`src/hdl/drw_consts.svh`:
```
// offsets, field positions, reset values and timing counts of the disk command decoder
`ifndef DRW_CONSTS_SVH
`define DRW_CONSTS_SVH
`define DRW_OFF_CTRL 8'h00
`define DRW_OFF_STATUS 8'h04
`define DRW_OFF_INT_STAT 8'h08
`define DRW_OFF_INT_CLR 8'h0c
`define DRW_OFF_INT_EN 8'h10
`define DRW_CTRL_RESET 32'h0000_0001
`define DRW_CTRL_ONLINE 0
`define DRW_EV_SEEK_FIN 0
`define DRW_EV_SEEK_INC 1
`define DRW_EV_SPEED_LOST 2
`define DRW_EV_FIRST_DONE 3
`define DRW_EV_W 4
`define DRW_CMD_WRITE_LO 0
`define DRW_CMD_WRITE_HI 1
`define DRW_CMD_READ 2
`define DRW_CMD_ERASE 4
`define DRW_CMD_RTZ 6
`define DRW_TRACK_SPLIT 256
`define DRW_SPEED_MIN_RPM 2000
`define DRW_SEEK_TMO_MS 400
`define DRW_CLK_MHZ 100
`define DRW_SEEK_TMO_CYC (`DRW_SEEK_TMO_MS * 1000 * `DRW_CLK_MHZ)
`define DRW_RESP_OKAY 2'b00
`define DRW_RESP_SLVERR 2'b10
`endif

```
`src/hdl/drw_pkg.sv`:
```
// types shared by the disk command decoder
package drw_pkg;
    typedef enum logic [1:0] {
        DRW_SPIN_WAIT = 2'b00,
        DRW_FIRST_SEEK = 2'b01,
        DRW_READY = 2'b11,
        DRW_SEEKING = 2'b10
    } drw_state_e;

    typedef struct packed {
        logic unit_select;
        logic head_dir_tag;
        logic command_tag;
        logic seek_tag;
        logic brush_done;
        logic write_data;
        logic [7:0] bus_bits;
    } drw_pins_s;

    typedef struct packed {
        logic read_gate;
        logic write_gate;
        logic erase_gate;
    } drw_rw_s;
endpackage

```
`src/hdl/drw_top.sv`:
```
// disk unit command decoder: seek status, head latch, read/write/erase decode, axi4-lite regs
// Functional notes
// - seek finished is raised when a seek completes, unit then awaits commands
// - seek started then unit deselected: busy line shows the seek in progress
// - head/direction tag loads the head number into the head address register
// - seek finished rises on both a good seek end and a seek error
// - deselected unit keeps its pending status and waits to be selected again
// - seek incomplete clears only on a return-to-zero pulse, sent when present
// - write comes from bit 0 below track 256, from bit 1 above 255
// - valid write disables read, enables write, passes serial write data
// - erase current is enabled while writing with erase requested
// - command bit 2 starts a read with the same selection and status flow
// - spindle speed enable dropping kills read/write and reverses the carriage
// - speed enable is removed once spindle speed falls below 2000 rpm
// - head-load seek starts after brush cycle; commands accepted after it ends
// - seek motion beyond 400 ms without position reports seek incomplete
`timescale 1ns/1ns
`include "drw_consts.svh"
module drw_top #(
    parameter int HEAD_W = 5,
    parameter int TRACK_W = 9,
    parameter int RPM_W = 16,
    parameter int SEEK_TMO_CYC = `DRW_SEEK_TMO_CYC
) (
    input wire logic mclk,
    input wire logic reset_n,
    input wire drw_pkg::drw_pins_s pins_in,
    input wire logic on_cylinder,
    input wire logic [TRACK_W-1:0] cur_track,
    input wire logic [RPM_W-1:0] spindle_rpm,
    output logic busy,
    output logic seek_finished,
    output logic seek_incomplete,
    output logic [HEAD_W-1:0] head_addr_r,
    output drw_pkg::drw_rw_s rw_gates,
    output logic write_data_out,
    output logic speed_enable,
    output logic carriage_reverse,
    output logic seek_go,
    output logic return_to_zero_pulse,
    output logic irq,
    input wire logic [7:0] s_axi_awaddr,
    input wire logic s_axi_awvalid,
    output logic s_axi_awready,
    input wire logic [31:0] s_axi_wdata,
    input wire logic [3:0] s_axi_wstrb,
    input wire logic s_axi_wvalid,
    output logic s_axi_wready,
    output logic [1:0] s_axi_bresp,
    output logic s_axi_bvalid,
    input wire logic s_axi_bready,
    input wire logic [7:0] s_axi_araddr,
    input wire logic s_axi_arvalid,
    output logic s_axi_arready,
    output logic [31:0] s_axi_rdata,
    output logic [1:0] s_axi_rresp,
    output logic s_axi_rvalid,
    input wire logic s_axi_rready
);
    localparam int PW = $bits(drw_pkg::drw_pins_s);

    function automatic logic reg_hit(input logic [7:0] addr, input logic [7:0] off);
        reg_hit = (addr[7:2] == off[7:2]);
    endfunction

    // pin inputs: three flops, a change counts once stages two and three agree
    logic [PW-1:0] sync1_r, sync2_r, sync3_r, pins_r;
    always_ff @(posedge mclk or negedge reset_n) begin
        if (!reset_n) begin
            sync1_r <= '0;
            sync2_r <= '0;
            sync3_r <= '0;
            pins_r <= '0;
        end else begin
            sync1_r <= pins_in;
            sync2_r <= sync1_r;
            sync3_r <= sync2_r;
            if (sync2_r == sync3_r) begin
                pins_r <= sync3_r;
            end
        end
    end

    drw_pkg::drw_pins_s pins, pins_d_r;
    assign pins = drw_pkg::drw_pins_s'(pins_r);
    always_ff @(posedge mclk or negedge reset_n) begin
        if (!reset_n) begin
            pins_d_r <= '0;
        end else begin
            pins_d_r <= pins;
        end
    end

    // tag strobes count only for the selected unit
    wire selected = pins.unit_select;
    wire head_tag_rise = pins.head_dir_tag & ~pins_d_r.head_dir_tag & selected;
    wire cmd_tag_rise = pins.command_tag & ~pins_d_r.command_tag & selected;
    wire seek_tag_rise = pins.seek_tag & ~pins_d_r.seek_tag & selected;

    // spindle speed detection, single threshold both ways
    logic speed_r;
    wire speed_ok = spindle_rpm >= RPM_W'(`DRW_SPEED_MIN_RPM);
    always_ff @(posedge mclk or negedge reset_n) begin
        if (!reset_n) begin
            speed_r <= 1'b0;
        end else begin
            speed_r <= speed_ok;
        end
    end
    assign speed_enable = speed_r;
    wire speed_fall = ~speed_ok & speed_r;

    // registers
    logic [31:0] ctrl_r;
    logic [`DRW_EV_W-1:0] int_stat_r, int_en_r;
    wire online = ctrl_r[`DRW_CTRL_ONLINE];

    // seek sequencer
    drw_pkg::drw_state_e state_r, state_nxt;
    logic [31:0] tmo_r;
    logic fin_r, inc_r, rev_r, go_r, rtz_r;
    wire cmd_ok = (state_r == drw_pkg::DRW_READY) && ~inc_r;
    wire rtz_req = cmd_tag_rise && (state_r == drw_pkg::DRW_READY)
        && pins.bus_bits[`DRW_CMD_RTZ];
    wire seek_req = seek_tag_rise && cmd_ok;
    wire seek_active = (state_r == drw_pkg::DRW_SEEKING) || (state_r == drw_pkg::DRW_FIRST_SEEK);
    wire tmo_hit = seek_active && (tmo_r >= 32'(SEEK_TMO_CYC - 1));
    wire seek_end = seek_active && ~go_r && (on_cylinder || tmo_hit);
    wire first_start = (state_r == drw_pkg::DRW_SPIN_WAIT) && speed_r && online
        && pins.brush_done;

    always_comb begin
        state_nxt = state_r;
        unique case (state_r)
            drw_pkg::DRW_SPIN_WAIT: begin
                if (first_start) begin
                    state_nxt = drw_pkg::DRW_FIRST_SEEK;
                end
            end
            drw_pkg::DRW_FIRST_SEEK: begin
                if (seek_end) begin
                    state_nxt = drw_pkg::DRW_READY;
                end
            end
            drw_pkg::DRW_READY: begin
                if (seek_req || rtz_req) begin
                    state_nxt = drw_pkg::DRW_SEEKING;
                end
            end
            drw_pkg::DRW_SEEKING: begin
                if (seek_end) begin
                    state_nxt = drw_pkg::DRW_READY;
                end
            end
        endcase
        if (speed_fall || ~online) begin
            state_nxt = drw_pkg::DRW_SPIN_WAIT;
        end
    end

    always_ff @(posedge mclk or negedge reset_n) begin
        if (!reset_n) begin
            state_r <= drw_pkg::DRW_SPIN_WAIT;
        end else begin
            state_r <= state_nxt;
        end
    end

    // timeout counter runs from the first cycle of motion
    always_ff @(posedge mclk or negedge reset_n) begin
        if (!reset_n) begin
            tmo_r <= '0;
        end else if (seek_active && ~seek_end) begin
            tmo_r <= tmo_r + 32'h1;
        end else begin
            tmo_r <= '0;
        end
    end

    // seek_go and return-to-zero are one-cycle pulses to the positioner
    always_ff @(posedge mclk or negedge reset_n) begin
        if (!reset_n) begin
            go_r <= 1'b0;
            rtz_r <= 1'b0;
        end else begin
            go_r <= first_start || seek_req || rtz_req;
            rtz_r <= rtz_req;
        end
    end
    assign seek_go = go_r;
    assign return_to_zero_pulse = rtz_r;

    // status flags persist across deselection until reselected and acted upon
    always_ff @(posedge mclk or negedge reset_n) begin
        if (!reset_n) begin
            fin_r <= 1'b0;
            inc_r <= 1'b0;
        end else begin
            if (seek_end) begin
                fin_r <= 1'b1;
            end else if (go_r || state_r == drw_pkg::DRW_SPIN_WAIT) begin
                fin_r <= 1'b0;
            end
            if (seek_end && ~on_cylinder) begin
                inc_r <= 1'b1;
            end else if (rtz_req) begin
                inc_r <= 1'b0;
            end
        end
    end
    // seek finished and seek incomplete show only on the selected unit; busy shows only while deselected
    assign seek_finished = fin_r & selected;
    assign seek_incomplete = inc_r & selected;
    assign busy = seek_active & ~selected;

    // carriage reverses from speed loss until the next head-load seek starts
    always_ff @(posedge mclk or negedge reset_n) begin
        if (!reset_n) begin
            rev_r <= 1'b0;
        end else if (speed_fall) begin
            rev_r <= 1'b1;
        end else if (first_start) begin
            rev_r <= 1'b0;
        end
    end
    assign carriage_reverse = rev_r;

    // head address latch
    always_ff @(posedge mclk or negedge reset_n) begin
        if (!reset_n) begin
            head_addr_r <= '0;
        end else if (head_tag_rise) begin
            head_addr_r <= pins.bus_bits[HEAD_W-1:0];
        end
    end

    // command decode: write bit depends on which half of the disk the carriage is on
    wire upper_half = cur_track >= TRACK_W'(`DRW_TRACK_SPLIT);
    wire wr_bit = upper_half ? pins.bus_bits[`DRW_CMD_WRITE_HI]
        : pins.bus_bits[`DRW_CMD_WRITE_LO];
    wire cmd_take = cmd_tag_rise && cmd_ok && ~pins.bus_bits[`DRW_CMD_RTZ];
    drw_pkg::drw_rw_s rw_r;
    always_ff @(posedge mclk or negedge reset_n) begin
        if (!reset_n) begin
            rw_r <= '0;
        end else if (~speed_r || state_r != drw_pkg::DRW_READY) begin
            rw_r <= '0;
        end else if (cmd_take) begin
            rw_r.write_gate <= wr_bit;
            rw_r.read_gate <= pins.bus_bits[`DRW_CMD_READ] & ~wr_bit;
            rw_r.erase_gate <= wr_bit & pins.bus_bits[`DRW_CMD_ERASE];
        end
    end
    assign rw_gates = rw_r;

    // write data is only passed while the write path is open
    always_ff @(posedge mclk or negedge reset_n) begin
        if (!reset_n) begin
            write_data_out <= 1'b0;
        end else begin
            write_data_out <= pins.write_data & rw_r.write_gate;
        end
    end

    // axi4-lite slave: write address and data taken together, one answer the next cycle
    logic bvalid_r, rvalid_r;
    logic [1:0] bresp_r, rresp_r;
    logic [31:0] rdata_r;
    wire wr_take = s_axi_awvalid & s_axi_wvalid & ~bvalid_r;
    wire rd_take = s_axi_arvalid & ~rvalid_r;
    assign s_axi_awready = wr_take;
    assign s_axi_wready = wr_take;
    assign s_axi_arready = ~rvalid_r;
    assign s_axi_bvalid = bvalid_r;
    assign s_axi_bresp = bresp_r;
    assign s_axi_rvalid = rvalid_r;
    assign s_axi_rresp = rresp_r;
    assign s_axi_rdata = rdata_r;

    wire w_ctrl = wr_take & reg_hit(s_axi_awaddr, `DRW_OFF_CTRL);
    wire w_clr = wr_take & reg_hit(s_axi_awaddr, `DRW_OFF_INT_CLR) & s_axi_wstrb[0];
    wire w_en = wr_take & reg_hit(s_axi_awaddr, `DRW_OFF_INT_EN) & s_axi_wstrb[0];
    wire w_hit = reg_hit(s_axi_awaddr, `DRW_OFF_CTRL) | reg_hit(s_axi_awaddr, `DRW_OFF_INT_CLR)
        | reg_hit(s_axi_awaddr, `DRW_OFF_INT_EN);

    // head number sits at [14:10], bit 9 spare; upper bits read as zero
    wire [31:0] status_word = {22'(head_addr_r), 1'h0, rw_r, busy,
        inc_r, fin_r, speed_r, state_r};
    wire r_ctrl = reg_hit(s_axi_araddr, `DRW_OFF_CTRL);
    wire r_stat = reg_hit(s_axi_araddr, `DRW_OFF_STATUS);
    wire r_ist = reg_hit(s_axi_araddr, `DRW_OFF_INT_STAT);
    wire r_ien = reg_hit(s_axi_araddr, `DRW_OFF_INT_EN);
    wire r_hit = r_ctrl | r_stat | r_ist | r_ien;
    wire [31:0] rd_word = r_ctrl ? ctrl_r : r_stat ? status_word
        : r_ist ? 32'(int_stat_r) : r_ien ? 32'(int_en_r) : 32'h0;

    always_ff @(posedge mclk or negedge reset_n) begin
        if (!reset_n) begin
            ctrl_r <= `DRW_CTRL_RESET;
            bvalid_r <= 1'b0;
            bresp_r <= `DRW_RESP_OKAY;
        end else begin
            for (int i = 0; i < 4; i++) begin
                if (w_ctrl && s_axi_wstrb[i]) begin
                    ctrl_r[i*8 +: 8] <= s_axi_wdata[i*8 +: 8];
                end
            end
            if (wr_take) begin
                bvalid_r <= 1'b1;
                bresp_r <= w_hit ? `DRW_RESP_OKAY : `DRW_RESP_SLVERR;
            end else if (s_axi_bready) begin
                bvalid_r <= 1'b0;
            end
        end
    end

    always_ff @(posedge mclk or negedge reset_n) begin
        if (!reset_n) begin
            rvalid_r <= 1'b0;
            rresp_r <= `DRW_RESP_OKAY;
            rdata_r <= 32'h0;
        end else if (rd_take) begin
            rvalid_r <= 1'b1;
            rresp_r <= r_hit ? `DRW_RESP_OKAY : `DRW_RESP_SLVERR;
            rdata_r <= rd_word;
        end else if (s_axi_rready) begin
            rvalid_r <= 1'b0;
        end
    end

    // interrupt status: a new event in the clearing cycle wins over the clear
    logic [`DRW_EV_W-1:0] ev;
    assign ev[`DRW_EV_SEEK_FIN] = seek_end;
    assign ev[`DRW_EV_SEEK_INC] = seek_end & ~on_cylinder;
    assign ev[`DRW_EV_SPEED_LOST] = speed_fall;
    assign ev[`DRW_EV_FIRST_DONE] = seek_end & (state_r == drw_pkg::DRW_FIRST_SEEK);
    wire [`DRW_EV_W-1:0] clr_mask = w_clr ? s_axi_wdata[`DRW_EV_W-1:0] : '0;
    always_ff @(posedge mclk or negedge reset_n) begin
        if (!reset_n) begin
            int_stat_r <= '0;
            int_en_r <= '0;
        end else begin
            int_stat_r <= (int_stat_r & ~clr_mask) | ev;
            if (w_en) begin
                int_en_r <= s_axi_wdata[`DRW_EV_W-1:0];
            end
        end
    end
    assign irq = |(int_stat_r & int_en_r);
endmodule

```
`config.mk`:
```
export PLATFORM = sky130hd
export DESIGN_NAME = drw_top
export DESIGN_NICKNAME = d
export VERILOG_FILES = /design/src/hdl/drw_pkg.sv /design/src/hdl/drw_top.sv
export VERILOG_INCLUDE_DIRS = /design/src /design/src/hdl
export SDC_FILE = /design/constraint.sdc
export NUM_CORES = 1
export LEC_CHECK = 0
export BUFFER_PORTS_ARGS = -buffer_cell sky130_fd_sc_hd__buf_4
export CAP_MARGIN = 10
export CORE_ASPECT_RATIO = 1.4
export CORE_UTILIZATION = 35
export DETAILED_ROUTE_END_ITERATION = 16
export PLACE_DENSITY_LB_ADDON = 0.15
export SLEW_MARGIN = 5
export SYNTH_ARGS = -nofsm -noshare
export SYNTH_HDL_FRONTEND = slang
export SYNTH_SLANG_ARGS = --single-unit
```
`constraint.sdc`:
```
create_clock -name mclk -period 6.2 [get_ports mclk]
set_clock_uncertainty 0.05 [all_clocks]
set_input_delay 0.93 -clock mclk [delete_from_list [all_inputs] [get_ports mclk]]
set_output_delay 0.93 -clock mclk [all_outputs]
set_load 0.02 [all_outputs]
```
==> impl_metrics.tcl <==
set metrics [dict create \
    vias 5060 \
    htreeDepth 4 \
    numCtsBuffers 17 \
    io_buffers 138 \
    r2r_end "tmo_r[31]$_DFF_PN0_" \
    min_from "sync1_r[7]$_DFF_PN0_" \
    slew_violations 0 \
    period_share_pct 53.3 \
    ys_types 61 \
    grtUsageMet1_pct 19.3 \
    timing.rr.start "tmo_r[0]$_DFF_PN0_" \
    final-seq-area_sq_mm 0.00456 \
    start_util_pct 35.9 \
    synth-xor-area-share_pct 5.02 \
    final_cell_mix "dfrtp_1 (181), buf_4 (140), mux2_2 (53)" \
    place_inst 1003 \
    grtUsageTotal_pct 16.7 \
    arrival_ns 2.33 \
    worst_setup_path_end_kind "primary output" \
    antennaDiodeCount 0 \
    muxShareOfSynthArea_pct 9.87 \
    synth_edf_count 0 \
    grt_pass1_vias 5433 \
    ant_nets 0 \
    final-hold-violation-count 0 \
    wl_um 17500 \
    core_sq_mm 0.0214 \
    clk-insertion-delay-late_ns 0.43 \
    use_met2_pct 29.6 \
    critPathMaxFanout 39 \
    grt_max_degree 66 \
    fin_nets 834 \
    drc_errors 0 \
    cts_buffer_depth 2 \
    top_usage_layer "met2" \
    rows 63 \
    fin_tns_setup_ns 0 \
    cts_setup_buffers 0 \
    synth_top_family_by_area "simple AND/OR/NAND/NOR gates" \
    synth_area_sq_mm 0.00768 \
    finalSetupViolations 0 \
    fillers 2004 \
    holdWs_ns 0.301 \
    final_common_cell "dfrtp_1" \
    cp-start-kind "flip-flop" \
    wl_per_cell_um 16.9 \
    synth-seq-cells 182 \
    multi_input_area_sq_mm 0.00295 \
    cts_tree "built" \
    ctsResizeCount 0 \
    reg2reg_slack_ns 3.21 \
    irDropWorstVdd_mv 0.182 \
    power_density_mw_per_mm2 257 \
    fp.dieW_um 127 \
    grt_pass1_wl_um 28800 \
    relSlewSlack_pct 22.5 \
    required_ns 5.22 \
    syn_inst 594 \
    first_iter_violations 203 \
    yosysSeqAreaShare_pct 59.3 \
    cts-root-buf "clkbuf_16" \
    area_delta_synth_final_pct 25.0 \
    cts_hold_buf 0 \
    synth_ff_type "dfrtp_1" \
    ios 157 \
    detailed_place.area_sq_mm 0.00898 \
    leakage_uw 0.00436 \
    antenna_found_initial 0 \
    ys_async_sr_fraction_pct 100 \
    cts.sinks 182 \
    met3_usage_pct 4.66 \
    place_congestion 0.773 \
    reg2reg_depth 7 \
    die_area_sq_mm 0.0225 \
    yosys.area_share.simple_pct 15.4 \
    hold_path.class "flip-flop to flip-flop" \
    fin_cells 1035 \
    cap_violations 0 \
    hold_end "sync2_r[7]$_DFF_PN0_" \
    dr.pass1.iters 4 \
    synth-adder-area-share_pct 0.945 \
    yosys_warnings 0 \
    design_area_sq_mm 0.00960 \
    max_freq_mhz 303 \
    rsz0062_at_grt "false" \
    drive_above_1_share_pct 36.5 \
    fin_crit_ns 3.31 \
    via_per_inst 4.89 \
    critPathKind "flip-flop to primary output" \
    clkSlewWorstSetupHoldPaths_ns 0.07 \
    hold_depth 0 \
    dp_hpwl_um 12400 \
    worstMarginPinSlew_ns 1.16 \
    syn_avg_cell_area_sq_um 12.9 \
    synth-compound-area-share_pct 7.10 \
    chipHeight_um 177 \
    status "complete, no violations" \
    grt_overflow 0 \
]
## area by class of cell
type / count / share of cell area [%]
clock buffers: 18 / 4.58
well taps: 292 / 3.81
clock inverters: 14 / 1.80
inverters: 13 / 0.508
flip-flops and latches: 182 / 47.5
repair buffers: 141 / 11.1
multi-input cells: 375 / 30.8
## per-stage QoR
stage / worst slack [ns] / power (uW) / utilization, %
after floorplan: 3.57 / 1310 / -
after global placement: 2.78 / 1400 / 42.1
after detailed placement: 2.74 / 1400 / 42.1
after CTS: 2.84 / 2500 / 44.9
after global routing: 2.65 / 2560 / 44.9
final: 2.89 / 2460 / 44.9
## report_power, final
part	switching, uW	total [uW]	internal (uW)	leakage, uW
Sequential	16.3	1230	1220	0.00241
Combinational	78.5	142	63.2	0.00165
Clock	531	1090	559	0.000297
Total	625	2460	1840	0.00436
## Yosys cell counts, drive strengths merged (3+ instances only)
library cell / n / area (sq um)
dfrtp: 181 / 4530
mux2: 54 / 608
nand2: 53 / 199
nor3b: 33 / 398
xnor2: 28 / 245
a22o: 22 / 196
clkbuf: 17 / 63.8
nor2: 17 / 63.8
xor2: 16 / 140
mux2i: 15 / 150
nand3: 14 / 70.1
nor4: 14 / 93.8
inv: 13 / 48.8
nor3: 13 / 70.1
o21ai: 12 / 60.1
o31ai: 10 / 75.1
nand4: 9 / 56.3
buf: 8 / 63.8
a21oi: 5 / 36.3
and2: 5 / 31.3
ha: 5 / 62.6
or3: 5 / 31.3
and3: 4 / 25.0
and4: 4 / 36.3
a22oi: 3 / 22.5
a32oi: 3 / 26.3
nor2b: 3 / 18.8
## worst max-delay path, stage by stage, from the launching register on
cell	delay, ns
dfrtp_1	0.42
inv_1	0.11
ha_1	0.94
nor2b_1	0.27
buf_4	0.17
## kinds of logic after synthesis
logic type,count (synthesis)
xor+xnor,44
mux,69
fa+ha+maj,6
buf+inv,38
simple gates,185
flops,182
compound gates,69
other cells,1
## flip-flops by register name, summed over array words and instances (netlist names), 3 cells and up
name	cells
ctrl_r	32
head_addr_r	5
int_en_r	4
int_stat_r	4
pins	12
pins_d_r	3
rw_gates	3
s_axi_rdata	32
sync1_r	14
sync2_r	14
sync3_r	14
tmo_r	32
## routing by layer
metal,part of all wire (%),up-vias
li1,-,2385
met1,40,2535
met2,53,120
met3,5.2,20
met4,1.6,0
met5,0,-
## how the worst max path moves through the flow
stage	from	end	slack, ns	depth (start not counted)
finish	state_r[1]$_DFFE_PN0P_	busy	2.89	4
global route	state_r[1]$_DFFE_PN0P_	busy	2.65	4
CTS	state_r[1]$_DFFE_PN0P_	busy	2.84	4
detailed placement	s_axi_araddr[5]	s_axi_rdata[22]$_DFFE_PN0P_	2.74	5
global placement	s_axi_araddr[5]	s_axi_rdata[29]$_DFFE_PN0P_	2.78	5
floorplan	s_axi_araddr[5]	s_axi_rdata[21]$_DFFE_PN0P_	3.57	5
(Power assumes the default switching activity.)
